## config.mk

```make
export PLATFORM = sky130hd
export DESIGN_NAME = rdp_pin_cfg
export DESIGN_NICKNAME = d
export VERILOG_FILES = /design/src/core/rdp_sync3.v /design/src/core/rdp_pin_cfg.v
export VERILOG_INCLUDE_DIRS = /design/src /design/src/core
export SDC_FILE = /design/constraint.sdc
export NUM_CORES = 1
export LEC_CHECK = 0
export BUFFER_PORTS_ARGS = -buffer_cell sky130_fd_sc_hd__buf_2
export CAP_MARGIN = 25
export CORE_UTILIZATION = 46
export CTS_BUF_LIST = sky130_fd_sc_hd__clkbuf_4 sky130_fd_sc_hd__clkbuf_8
export CTS_CLUSTER_DIAMETER = 80
export DETAILED_ROUTE_END_ITERATION = 8
export HOLD_SLACK_MARGIN = 0.1
export PLACE_DENSITY = 0.66
export SETUP_SLACK_MARGIN = 0.02
export SLEW_MARGIN = 10
export SYNTH_ARGS = -nofsm -noshare
export SYNTH_HDL_FRONTEND = slang
export SYNTH_SLANG_ARGS = --single-unit
```

## constraint.sdc

```tcl
create_clock -name ref_clk -period 4.79 [get_ports ref_clk]
set_clock_uncertainty 0.1 [all_clocks]
set_input_delay 0.479 -clock ref_clk [delete_from_list [all_inputs] [get_ports ref_clk]]
set_output_delay 0.479 -clock ref_clk [all_outputs]
set_load 0.005 [all_outputs]
```

## src/core/rdp_regs.vh

```
`ifndef RDP_REGS_VH
`define RDP_REGS_VH

// Register bus shape.
`define RDP_ADDR_W 4
`define RDP_DATA_W 16

// Register offsets on the plain register port.
`define RDP_REG_CTRL 4'h0
`define RDP_REG_MODE 4'h1
`define RDP_REG_TEST 4'h2
`define RDP_REG_STAT 4'h3

// Control register field positions.
`define RDP_CTRL_PH_MODE 0
`define RDP_CTRL_PH_SEL 1
`define RDP_CTRL_STD_SEL 2
`define RDP_CTRL_SOFT 3
`define RDP_CTRL_STRICT 4
`define RDP_CTRL_SYR 5
`define RDP_CTRL_W 6

// Output mode register field positions.
`define RDP_MODE_BIT_A 0
`define RDP_MODE_BIT_B 1
`define RDP_MODE_POL 2
`define RDP_MODE_W 3

// Test configuration width.
`define RDP_TEST_W 4

// Reset values.
`define RDP_CTRL_RST 6'h02
`define RDP_MODE_RST 3'h3
`define RDP_TEST_RST 4'h0

// Output mode codes.
`define RDP_BASE_OFF 2'h0
`define RDP_BASE_CLK 2'h1
`define RDP_BASE_CAR 2'h2
`define RDP_BASE_ERR 2'h3
`define RDP_MODE_CNT 3'h4

// Block error class codes from the corrector.
`define RDP_CLS_NONE 2'h0
`define RDP_CLS_CORR 2'h1
`define RDP_CLS_UNCORR 2'h2

// Error count window and thresholds.
`define RDP_ERR_WIN 48
`define RDP_ERR_LVL1 6'h14
`define RDP_ERR_LVL2 6'h28

// Timing.
`define RDP_CLK_PERIOD_NS 10
`define RDP_SYNC_PULSE_US 421
// Sync pulse length in system clocks: 421 us at a 10 ns period.
`define RDP_SYNC_PULSE_CYC 16'ha474

`endif

```

## src/core/rdp_sync3.v

```verilog
`timescale 1ns/10ps
`default_nettype none

// Three-stage synchroniser; a bit changes once stages two and three agree.
module rdp_sync3 #(
	parameter W = 1
) (
	input wire ref_clk,
	input wire nrst,
	input wire [W-1:0] din,
	output reg [W-1:0] dout
);

	reg [W-1:0] s1;
	reg [W-1:0] s2;
	reg [W-1:0] s3;

	// The first stage feeds only the second, to keep metastability contained.
	always @(posedge ref_clk) begin
		if (!nrst) begin
			s1 <= {W{1'b0}};
			s2 <= {W{1'b0}};
			s3 <= {W{1'b0}};
			dout <= {W{1'b0}};
		end else begin
			s1 <= din;
			s2 <= s1;
			s3 <= s2;
			dout <= (s2 & s3) | (dout & (s2 ^ s3));
		end
	end

endmodule

`default_nettype wire

```

## src/core/rdp_pin_cfg.v

```verilog
// How it works
// - Phase mode 0: follow detected traffic subcarrier, steer demodulation phase automatically.
// - In automatic mode the phase after a sync reset comes from phase select.
// - Phase mode 1 fixes phase: 90 degrees for select 0, 0 degrees for 1.
// - Power-on: phase mode 0, phase select 1.
// - Standard select 0 decodes basic only; 1 also detects offset word E.
// - Three-bit output mode assigns the auxiliary pin functions.
// - Power-on output mode is 3 with polarity select 0.
// - Polarity select 1 makes clock, error, carrier, sync, presence pins active high.
// - Data and soft outputs change on clock pin rise, or fall when inverted.
// - Mode 2 carrier pin high without subcarrier, low with it.
// - Mode 3 error/corrected pins encode uncorrectable, corrected, error-free block.
// - Mode 4 count pins grade errored blocks among the last 48; fixed polarity.
// - Modes 0 to 2: sync pin low when synchronized, high otherwise.
// - Mode 3: sync pin pulses high 421 us per block when synchronized.
// - Sync pin shows the synchronization state of the previous block.
// - Presence pin high without data signal, low when detected.
// - Test pins low: normal; first low, second high: standby with oscillator stopped.
// - Soft flag control eases soft output; strict control tightens presence detection.
// - Sync reset holds the detector unsynchronized until released.
//
// The address map and the plain strobed port are this design's own decisions.
`timescale 1ns/10ps
`default_nettype none
`include "rdp_regs.vh"

module rdp_pin_cfg #(
	parameter [15:0] SYNC_PULSE_CYC = `RDP_SYNC_PULSE_CYC
) (
	input wire ref_clk,
	input wire nrst,
	input wire [`RDP_ADDR_W-1:0] addr,
	input wire [`RDP_DATA_W-1:0] wdata,
	input wire wr_en,
	input wire rd_en,
	output reg [`RDP_DATA_W-1:0] rdata,
	input wire rec_clk_pin,
	input wire rec_data_pin,
	input wire rec_soft_pin,
	input wire test_pin_first,
	input wire test_pin_second,
	input wire sync_reset_pin,
	input wire blk_valid,
	input wire [1:0] blk_class,
	input wire blk_had_err,
	input wire synced_in,
	input wire subcarrier_tone,
	input wire carrier57_in,
	input wire data_detect_in,
	output reg demod_phase_zero,
	output reg ext_offset_en,
	output reg soft_flag_ctrl,
	output reg presence_strict_ctrl,
	output reg sync_hold,
	output reg standby,
	output reg pin_drive_o,
	output reg recovered_clock_out_oe_n,
	output reg recovered_data_out_oe_n,
	output reg soft_decision_out_oe_n,
	output reg aux_pin_f_oe_n,
	output reg aux_pin_g_oe_n,
	output reg sync_pin_oe_n,
	output reg data_presence_out_oe_n
);

	reg [`RDP_CTRL_W-1:0] ctrl;
	reg [`RDP_MODE_W-1:0] out_mode;
	reg [`RDP_TEST_W-1:0] test_cfg;
	wire [2:0] link_f;
	wire [2:0] pins_f;
	wire rclk_f;
	wire rdata_f;
	wire rsoft_f;
	reg rclk_prev;
	reg data_q;
	reg soft_q;
	reg tone_prev;
	reg auto_phase;
	reg prev_sync;
	reg [15:0] pulse_cnt;
	reg [1:0] cls_q;
	reg [`RDP_ERR_WIN-1:0] err_hist;
	reg [5:0] err_cnt;
	reg [1:0] err_grade;
	wire phase_mode_bit;
	wire phase_select_bit;
	wire out_mode_bit_a;
	wire out_mode_bit_b;
	wire polarity_select_bit;
	wire [1:0] base;
	wire is_cnt;
	wire clk_en;
	reg next_f_lvl;
	reg next_g_lvl;
	reg next_f_en;
	reg next_g_en;
	reg next_sync_lvl;

	assign phase_mode_bit = ctrl[`RDP_CTRL_PH_MODE];
	assign phase_select_bit = ctrl[`RDP_CTRL_PH_SEL];
	assign out_mode_bit_a = out_mode[`RDP_MODE_BIT_A];
	assign out_mode_bit_b = out_mode[`RDP_MODE_BIT_B];
	assign polarity_select_bit = out_mode[`RDP_MODE_POL];
	assign base = {out_mode_bit_b, out_mode_bit_a};
	assign is_cnt = (out_mode == `RDP_MODE_CNT);
	assign clk_en = (base != `RDP_BASE_OFF);

	// Link pins arrive on the demodulator's bit clock, so they are filtered together.
	rdp_sync3 #(
		.W(3)
	) u_link_sync (
		.ref_clk(ref_clk),
		.nrst(nrst),
		.din({rec_soft_pin, rec_data_pin, rec_clk_pin}),
		.dout(link_f)
	);

	// Static board pins and the external sync reset pass the same filter.
	rdp_sync3 #(
		.W(3)
	) u_pin_sync (
		.ref_clk(ref_clk),
		.nrst(nrst),
		.din({sync_reset_pin, test_pin_second, test_pin_first}),
		.dout(pins_f)
	);

	assign rclk_f = link_f[0];
	assign rdata_f = link_f[1];
	assign rsoft_f = link_f[2];

	// Register writes; each field is latched by the write edge; the control and mode fields steer logic after it.
	// latch then apply
	always @(posedge ref_clk) begin
		if (!nrst) begin
			ctrl <= `RDP_CTRL_RST;
			out_mode <= `RDP_MODE_RST;
			test_cfg <= `RDP_TEST_RST;
		end else if (wr_en) begin
			if (addr == `RDP_REG_CTRL) begin
				ctrl <= wdata[`RDP_CTRL_W-1:0];
			end else if (addr == `RDP_REG_MODE) begin
				out_mode <= wdata[`RDP_MODE_W-1:0];
			end else if (addr == `RDP_REG_TEST) begin
				test_cfg <= wdata[`RDP_TEST_W-1:0];
			end
		end
	end

	// Read data stands only in the cycle after the strobe; unmapped reads give zero.
	always @(posedge ref_clk) begin
		if (!nrst) begin
			rdata <= 16'h0000;
		end else if (rd_en) begin
			if (addr == `RDP_REG_CTRL) begin
				rdata <= {10'h000, ctrl};
			end else if (addr == `RDP_REG_MODE) begin
				rdata <= {13'h0000, out_mode};
			end else if (addr == `RDP_REG_TEST) begin
				rdata <= {12'h000, test_cfg};
			end else if (addr == `RDP_REG_STAT) begin
				rdata <= {4'h0, err_cnt, cls_q, standby, sync_hold, prev_sync, demod_phase_zero};
			end else begin
				rdata <= 16'h0000;
			end
		end else begin
			rdata <= 16'h0000;
		end
	end

	// Control outputs to the decoder core, registered so they follow the latched fields and the filtered pins.
	always @(posedge ref_clk) begin
		if (!nrst) begin
			ext_offset_en <= 1'b0;
			soft_flag_ctrl <= 1'b0;
			presence_strict_ctrl <= 1'b0;
			sync_hold <= 1'b0;
			standby <= 1'b0;
		end else begin
			ext_offset_en <= ctrl[`RDP_CTRL_STD_SEL];
			soft_flag_ctrl <= ctrl[`RDP_CTRL_SOFT];
			presence_strict_ctrl <= ctrl[`RDP_CTRL_STRICT];
			sync_hold <= ctrl[`RDP_CTRL_SYR] | pins_f[2];
			standby <= ~pins_f[0] & pins_f[1];
		end
	end

	// Automatic phase tracks changes of the subcarrier detector; a sync reset reseeds it.
	// Reacting to changes only keeps the seeded phase until the detector reports otherwise.
	always @(posedge ref_clk) begin
		if (!nrst) begin
			tone_prev <= 1'b0;
			auto_phase <= 1'b1;
			demod_phase_zero <= 1'b1;
		end else begin
			tone_prev <= subcarrier_tone;
			if (sync_hold) begin
				auto_phase <= phase_select_bit;
			end else if (subcarrier_tone != tone_prev) begin
				auto_phase <= subcarrier_tone;
			end
			demod_phase_zero <= phase_mode_bit ? phase_select_bit : auto_phase;
		end
	end

	// Data and soft bits move on the recovered clock's rise; the clock pin is inverted
	// with polarity select, so the pin edge seen outside flips with it.
	// update on clock edge
	always @(posedge ref_clk) begin
		if (!nrst) begin
			rclk_prev <= 1'b0;
			data_q <= 1'b0;
			soft_q <= 1'b0;
		end else begin
			rclk_prev <= rclk_f;
			if (rclk_f && !rclk_prev) begin
				data_q <= rdata_f;
				soft_q <= rsoft_f;
			end
		end
	end

	// Per-block status: previous sync state, error class, and the sync pulse timer.
	always @(posedge ref_clk) begin
		if (!nrst) begin
			prev_sync <= 1'b0;
			cls_q <= `RDP_CLS_NONE;
			pulse_cnt <= 16'h0000;
		end else begin
			if (blk_valid) begin
				prev_sync <= synced_in & ~sync_hold;
				cls_q <= blk_class;
				pulse_cnt <= (synced_in & ~sync_hold) ? SYNC_PULSE_CYC : 16'h0000;
			end else if (sync_hold) begin
				prev_sync <= 1'b0;
				pulse_cnt <= 16'h0000;
			end else if (pulse_cnt != 16'h0000) begin
				pulse_cnt <= pulse_cnt - 16'h0001;
			end
		end
	end

	// Sliding window over the last blocks; the count adds the newest and drops the oldest.
	// errored block count
	always @(posedge ref_clk) begin
		if (!nrst) begin
			err_hist <= {`RDP_ERR_WIN{1'b0}};
			err_cnt <= 6'h00;
		end else if (blk_valid) begin
			err_hist <= {err_hist[`RDP_ERR_WIN-2:0], blk_had_err};
			err_cnt <= err_cnt + {5'h00, blk_had_err} - {5'h00, err_hist[`RDP_ERR_WIN-1]};
		end
	end

	// Grade the count into the two-pin code.
	always @* begin
		if (err_cnt == 6'h00) begin
			err_grade = 2'h0;
		end else if (err_cnt <= `RDP_ERR_LVL1) begin
			err_grade = 2'h1;
		end else if (err_cnt <= `RDP_ERR_LVL2) begin
			err_grade = 2'h2;
		end else begin
			err_grade = 2'h3;
		end
	end

	// Function of the two shared pins and the sync pin level for the selected mode.
	// pin function select
	always @* begin
		next_f_lvl = 1'b1;
		next_g_lvl = 1'b1;
		next_f_en = 1'b0;
		next_g_en = 1'b0;
		if (is_cnt) begin
			next_f_en = 1'b1;
			next_g_en = 1'b1;
			next_f_lvl = err_grade[1];
			next_g_lvl = err_grade[0];
		end else if (base == `RDP_BASE_CAR) begin
			next_f_en = 1'b1;
			next_g_en = 1'b1;
			next_f_lvl = carrier57_in ^ polarity_select_bit;
			next_g_lvl = ~subcarrier_tone ^ polarity_select_bit;
		end else if (base == `RDP_BASE_ERR) begin
			next_f_en = 1'b1;
			next_g_en = 1'b1;
			next_f_lvl = (cls_q != `RDP_CLS_UNCORR) ^ polarity_select_bit;
			next_g_lvl = (cls_q == `RDP_CLS_NONE) ^ polarity_select_bit;
		end
		if (base == `RDP_BASE_ERR) begin
			next_sync_lvl = ~prev_sync | (pulse_cnt != 16'h0000);
		end else begin
			next_sync_lvl = ~prev_sync;
		end
	end

	// Pin stage: an open-drain pin is released when its level is high or it is unused.
	// Registering here keeps every pin glitch-free at one cycle of added latency.
	// unused pins released
	always @(posedge ref_clk) begin
		if (!nrst) begin
			pin_drive_o <= 1'b0;
			recovered_clock_out_oe_n <= 1'b1;
			recovered_data_out_oe_n <= 1'b1;
			soft_decision_out_oe_n <= 1'b1;
			aux_pin_f_oe_n <= 1'b1;
			aux_pin_g_oe_n <= 1'b1;
			sync_pin_oe_n <= 1'b1;
			data_presence_out_oe_n <= 1'b1;
		end else begin
			pin_drive_o <= 1'b0;
			recovered_clock_out_oe_n <= ~clk_en | (rclk_f ^ polarity_select_bit);
			recovered_data_out_oe_n <= ~clk_en | data_q;
			soft_decision_out_oe_n <= ~clk_en | soft_q;
			aux_pin_f_oe_n <= ~next_f_en | next_f_lvl;
			aux_pin_g_oe_n <= ~next_g_en | next_g_lvl;
			sync_pin_oe_n <= next_sync_lvl ^ polarity_select_bit;
			data_presence_out_oe_n <= ~data_detect_in ^ polarity_select_bit;
		end
	end

endmodule

`default_nettype wire

```

# Yosys cells after proc, flatten, opt, wreduce, memory -nomap -nowiden
# Index checks and enable logic that the tools add are counted.
# classes
addsub	3
n_mul	0
div_mod_pow	0
n_lt_le_gt_ge	2
n_eq_ne	8
shifts	0
n_mux	26
n_bitwise	36
reduce_logical	16
# ops
operator	count
2-to-1 mux 16 bit	4
2-to-1 mux 6 bit	4
2-to-1 mux 1 bit	16
nonzero test 16 bit	1
subtractor 16 x 1 -> 16 bit (second input constant)	1
bitwise AND 3 bit	4
inverter 1 bit	12
== test 4 x 2 -> 1 bit (second input constant)	2
OR 1 bit	7
XOR 1 bit	7
adder 6 x 1 -> 6 bit	1
less-or-equal comparator 6 x 5 -> 1 bit (second input constant)	1
less-or-equal comparator 6 bit (second input constant)	1
zero test 6 bit	1
OR 3 bit	2
nonzero test 2 bit	3
OR reduction 6 bit	1
subtractor 6 x 1 -> 6 bit	1
XOR 3 bit	2
OR reduction 5 bit	1
== test 2 bit (second input constant)	2
== test 4 x 1 -> 1 bit (second input constant)	1
zero test 4 bit	1
2-to-1 mux 2 bit	2
other kinds (11)	13
# totals
register_bits	144
latchBits	0
ram_bits	0
romBits	0
in_bits	38
out_inout_bits	30
elab_cells	128
mem_count	0

# Longest topological paths before layout
# logic_depth
ltp_word	6
mapped_depth	10
depth_no_buf	10

# Modules after synthesis
# Synthesis repeated with hierarchy kept, for this count alone.
# hier_totals
cells_unflattened	563
area_unflattened_um2	5748.0
# modules_own_cells
module	instances	cells_each	area_each_um2	seq_area_each_um2
rdp_pin_cfg	1	501	4974.8	2322.2
rdp_sync3	2	31	386.6	240.2

# Worst setup path after synthesis
# Ideal clock, no wire load.
# synth_timing
kind	reg-to-reg
start	register err_cnt[0]
end	register err_cnt[4]
setup_time_ns	0.087
t_arrival_ns	1.840
t_required_ns	4.603
path_slack_ns	2.762
stages_incl_launch_ff	11
n_path_buf	0
synth_period_minus_slack_ns	2.028
cell_sequence	dfxtp_1 inv_1 ha_1 inv_1 ha_1 fa_1 a21o_1 a21oi_1 xnor2_1 nand3_1 o31ai_1
# synth_between
elab_chain_cells	2
# synth_rtl
element	line_no	text
from (decl)	rdp_pin_cfg.v:83	reg [5:0] err_cnt;
from (signal assigned)	rdp_pin_cfg.v:251	err_cnt <= err_cnt + {5'h00, blk_had_err} - {5'h00, err_hist[`RDP_ERR_WIN-1]};
adder 6 x 1 -> 6 bit	rdp_pin_cfg.v:251	
subtractor 6 x 1 -> 6 bit	rdp_pin_cfg.v:251	
# Every way passes these cells.
# A chain may end at the register's enable or synchronous reset.

# Worst setup path in the final report
# layout_timing
start	register pulse_cnt[0]
end	register pulse_cnt[11]
# layout_between
elab_chain_cells	4
word_cells_on_any_way	6
cone_classes	add/sub: 1; mux: 3; reduce/logical: 2
# layout_rtl
element	line_no	text
from (decl)	rdp_pin_cfg.v:80	reg [15:0] pulse_cnt;
from (signal assigned)	rdp_pin_cfg.v:233	pulse_cnt <= (synced_in & ~sync_hold) ? SYNC_PULSE_CYC : 16'h0000;
from (signal assigned)	rdp_pin_cfg.v:238	pulse_cnt <= pulse_cnt - 16'h0001;
subtractor 16 x 1 -> 16 bit	rdp_pin_cfg.v:238	
2-to-1 mux 16 bit	rdp_pin_cfg.v:237	end else if (pulse_cnt != 16'h0000) begin
2-to-1 mux 16 bit	rdp_pin_cfg.v:234	end else if (sync_hold) begin
2-to-1 mux 16 bit	rdp_pin_cfg.v:230	if (blk_valid) begin
# Parallel ways exist; a longest one is shown, timed or not. The select of a mux whose other input is x is not followed.

==> flow_summary_export.csv <==
group,metric,value,unit
synth,synth_area_leader,"sky130_fd_sc_hd__dfxtp_1",
cells_and_area,layout.nets,666,
synth,combinational_family_with_the_most_area_after_synthesis,"simple AND/OR/NAND/NOR gates",
synth,yosys.area_share.simple,0.179,
cts,worstSkewPairLatency,0.44,ns
power_and_ir_drop,power-per-cell-area,421,mW/mm2
cts,number_of_buffers_created_by_cts,17,
cts,root_driver,"sky130_fd_sc_hd__clkbuf_8",
power_and_ir_drop,max_ir_drop_vdd,154,uV
synth,netlist_area,0.00553,mm2
grt,grt_antenna_before_repair,0,
sta,final-max-slew-violation-count,0,
setup_path,critical_path.startpoint_type,"register",
routing,viasPerCell,5.10,
routing,drt.antenna.violating_nets,0,
floorplan,core-area,0.0116,mm2
cells_and_area,antenna_cells_inserted,0,
cts,cts_sinks,140,
synth,synthArstFlopShare,0,
sta,max_slew_margin,0.368,
synth,yosysUniqueCellTypes,54,
synth,netlist_top_cells_area,"sky130_fd_sc_hd__dfxtp_1 51%, sky130_fd_sc_hd__mux2i_1 13%, sky130_fd_sc_hd__nor2_1 6.2%, sky130_fd_sc_hd__ha_1 4.5%, sky130_fd_sc_hd__and2_1 3.3%",
routing,drtIter0Drc,201,
placement,io_buffers,52,
routing,routed_wire_length_per_instance,13.5,um
setup_path,worstSetupPathType,"reg -> reg",
sta,min_period,2.34,ns
synth,most_common_flop_cell_mapped_by_yosys,"sky130_fd_sc_hd__dfxtp_1",
synth,synth_compound_area_frac,0.0738,
status,outcome,"finished with violations",
sta,post-route-period-util,0.489,
sta,slew_worst_pin,0.948,ns
setup_path,worst_ep_required_time,5.06,ns
cts,postCtsResizedCells,0,
floorplan,start_util,0.478,
synth,seq_total_area_yosys,0.507,
floorplan,io_pins,68,
cts,clkTransAtPathRegs,0.07,ns
job,cap_viol_max_count,0,
floorplan,fp.dieArea,0.0125,mm2
grt,vias_in_the_first_global_route,3777,
cells_and_area,post_route_cells_drive_above_1_share,0.153,
setup_path,crit_fanout,8,
setup_path,endpoint_kind,"register",
floorplan,placement_rows,39,
grt,global_route.overflow_total,0,
routing,drcViolationCount,6,
sta,timing.setup.tns,0,ns
synth,yosysWarnings,0,
status,violations,"design-rule violations",
cts,htreeDepth,4,
sta,final.setup.worst_slack,2.45,ns
setup_path,critPathArrivalTime,2.61,ns
synth,netlist_instances,563,
placement,place_area,0.00586,mm2
synth,synth_edf_count,0,
sta,setup_violating_endpoint_count_in_the_final_report,0,
worst_hold_path,hp-class,"in -> reg",
cells_and_area,final_area,0.00634,mm2
floorplan,chipWidth,112,um
placement,place.gp.congestion,0.858,
grt,global_route_total_usage_across_every_layer,0.181,
routing,detail_route.wirelength,10.3,mm
cts,tritoncts,"built",
placement,placement.setup.worst_slack,2.51,ns
synth,yosys.area_share.adder,0.0489,
floorplan,die_y,112,um
routing,routed-via-count,3888,
sta,count_of_final_hold_check_violations,0,
sta,rsz0062_at_grt,"false",
sta,fin_hold_ws,0.140,ns
synth,synthDominantCellAreaShare,0.507,
cells_and_area,fillerInstances,1062,
cts,cts_hold_buf,0,
cells_and_area,area_growth_syn_to_layout,14.7,%
synth,post_synth.cell_area_avg,9.82,um2
grt,grt_max_degree,65,
placement,place_hpwl,7.03,mm
grt,grt_first_pass_wirelength,17.7,mm
cts,postCtsSetupRepairBufs,0,
synth,synth_mux_area_frac,0.132,
sta,fmaxAchievable,427,MHz
synth,parity_gate_share_of_the_synthesized_area_counting_xor_and_xnor_cells,0.0222,
routing,number_of_iterations_in_the_first_detailed_routing_pass,7,
cts,clock_path_buffers,2,
power_and_ir_drop,cellLeakagePower,2.80,nW
synth,postSynthRegisterBits,140,
state kept, by name (all words and copies together), names as in the netlist, 2 cells and up:
| register | cells |
|---|---|
| u_link_sync.s3 | 3 |
| ctrl | 6 |
| rdata | 12 |
| cls_q | 2 |
| u_pin_sync.s1 | 3 |
| err_cnt | 6 |
| u_pin_sync.dout | 3 |
| out_mode | 3 |
| u_link_sync.s1 | 3 |
| pulse_cnt | 16 |
| err_hist | 48 |
| u_pin_sync.s3 | 3 |
| test_cfg | 4 |
| u_link_sync.dout | 3 |
| u_pin_sync.s2 | 3 |
| u_link_sync.s2 | 3 |
per-layer routing:
layer | vias up | part of all wire | GRT usage
met5 | - | 0 | 0
met4 | 0 | 0.020 | 0.0919
met3 | 15 | 0.041 | 0.0566
met2 | 67 | 0.47 | 0.291
met1 | 1816 | 0.47 | 0.218
li1 | 1990 | - | -
area by class of cell:
| class | instances | area (um2) | share of cell area |
|---|---|---|---|
| Timing Repair Buffer | 55 | 283 | 0.0446 |
| Tap cell | 143 | 179 | 0.0282 |
| Inverter | 14 | 52.6 | 0.00829 |
| Sequential cell | 140 | 2800 | 0.442 |
| Clock buffer | 20 | 269 | 0.0424 |
| Clock inverter | 11 | 215 | 0.0339 |
| Multi-Input combinational cell | 379 | 2540 | 0.401 |
worst max-delay path: stages, from the launching register on:
cell and delay [ns]:
sky130_fd_sc_hd__dfxtp_1 0.35, sky130_fd_sc_hd__inv_1 0.08, sky130_fd_sc_hd__ha_1 0.18, sky130_fd_sc_hd__or3b_1 0.43
sky130_fd_sc_hd__nand4b_2 0.37, sky130_fd_sc_hd__nor2_1 0.40, sky130_fd_sc_hd__or4_1 0.19, sky130_fd_sc_hd__mux2i_1 0.18
final timing paths:
| kind | start | cells after the start | endpoint | slack, ns |
|---|---|---|---|---|
| worst max-delay path | pulse_cnt[0]$_SDFFE_PN0P_ | 7 | pulse_cnt[11]$_SDFFE_PN0P_ | 2.45 |
| worst min-delay path | test_pin_first | 2 | u_pin_sync.s1[0]$_SDFF_PN0_ | 0.14 |
| worst max register to register | pulse_cnt[0]$_SDFFE_PN0P_ | 7 | pulse_cnt[11]$_SDFFE_PN0P_ | 2.45 |
| worst min register to register | u_pin_sync.dout[0]$_SDFF_PN0_ | 1 | standby$_SDFF_PN0_ | 0.32 |
where the power goes:
part | internal [mW] | total, mW | switching (mW)
logic | 0.133 | 0.297 | 0.165
clock network | 0.703 | 1.13 | 0.430
registers | 1.20 | 1.24 | 0.0362
per-stage QoR:
stage	std cells	util	power [mW]
after floorplan	567	-	1.49
after global placement	731	0.507	1.55
after detailed placement	731	0.507	1.56
after CTS	762	0.548	2.70
after global routing	762	0.548	2.79
final	762	0.548	2.67
cells in the final DEF, fill, tap and decap left out, types with 4 or more instances in the layout:
| cell type | Yosys | routed |
|---|---|---|
| sky130_fd_sc_hd__a211oi_1 | 4 | 4 |
| sky130_fd_sc_hd__ha_1 | 20 | 20 |
| sky130_fd_sc_hd__nor3_1 | 8 | 8 |
| sky130_fd_sc_hd__buf_2 | 1 | 52 |
| sky130_fd_sc_hd__conb_1 | 1 | 5 |
| sky130_fd_sc_hd__nor2_1 | 92 | 92 |
| sky130_fd_sc_hd__nand2b_1 | 4 | 4 |
| sky130_fd_sc_hd__a21oi_1 | 29 | 29 |
| sky130_fd_sc_hd__nor2b_1 | 6 | 6 |
| sky130_fd_sc_hd__dfxtp_1 | 140 | 140 |
| sky130_fd_sc_hd__mux2i_1 | 72 | 72 |
| sky130_fd_sc_hd__bufinv_16 | 0 | 6 |
| sky130_fd_sc_hd__inv_1 | 14 | 13 |
| sky130_fd_sc_hd__xor2_1 | 6 | 6 |
| sky130_fd_sc_hd__o21ai_0 | 9 | 9 |
| sky130_fd_sc_hd__or4_1 | 4 | 4 |
| sky130_fd_sc_hd__nand2_1 | 22 | 22 |
| sky130_fd_sc_hd__xnor2_1 | 8 | 8 |
| sky130_fd_sc_hd__clkbuf_8 | 0 | 19 |
| sky130_fd_sc_hd__and2_1 | 29 | 29 |
| sky130_fd_sc_hd__nand3_1 | 12 | 12 |
synth_stat cells, types with 4 or more instances:
cell / instances
sky130_fd_sc_hd__xor2_1: 6
sky130_fd_sc_hd__nand2_1: 22
sky130_fd_sc_hd__ha_1: 20
sky130_fd_sc_hd__clkbuf_1: 20
sky130_fd_sc_hd__a211oi_1: 4
sky130_fd_sc_hd__nor3_1: 8
sky130_fd_sc_hd__mux2i_1: 72
sky130_fd_sc_hd__nor2_1: 92
sky130_fd_sc_hd__inv_1: 14
sky130_fd_sc_hd__dfxtp_1: 140
sky130_fd_sc_hd__nor2b_1: 6
sky130_fd_sc_hd__a21oi_1: 29
sky130_fd_sc_hd__or4_1: 4
sky130_fd_sc_hd__xnor2_1: 8
sky130_fd_sc_hd__and2_1: 29
sky130_fd_sc_hd__nand2b_1: 4
sky130_fd_sc_hd__buf_1: 7
sky130_fd_sc_hd__nand3_1: 12
sky130_fd_sc_hd__buf_4: 5
sky130_fd_sc_hd__o21ai_0: 9
logic make-up (layout without fill, tap and decap cells):
| kind of cell | count (synthesis) | count (layout) |
|---|---|---|
| adders and majority gates | 21 | 21 |
| DFF | 140 | 140 |
| and+or+nand+nor | 200 | 200 |
| xor gates and xnor gates | 14 | 14 |
| other | 1 | 5 |
| buffers and inverters | 48 | 100 |
| AOI/OAI and AO/OA | 66 | 66 |
| muxes | 73 | 73 |
Power figures use the tool's default switching activity.
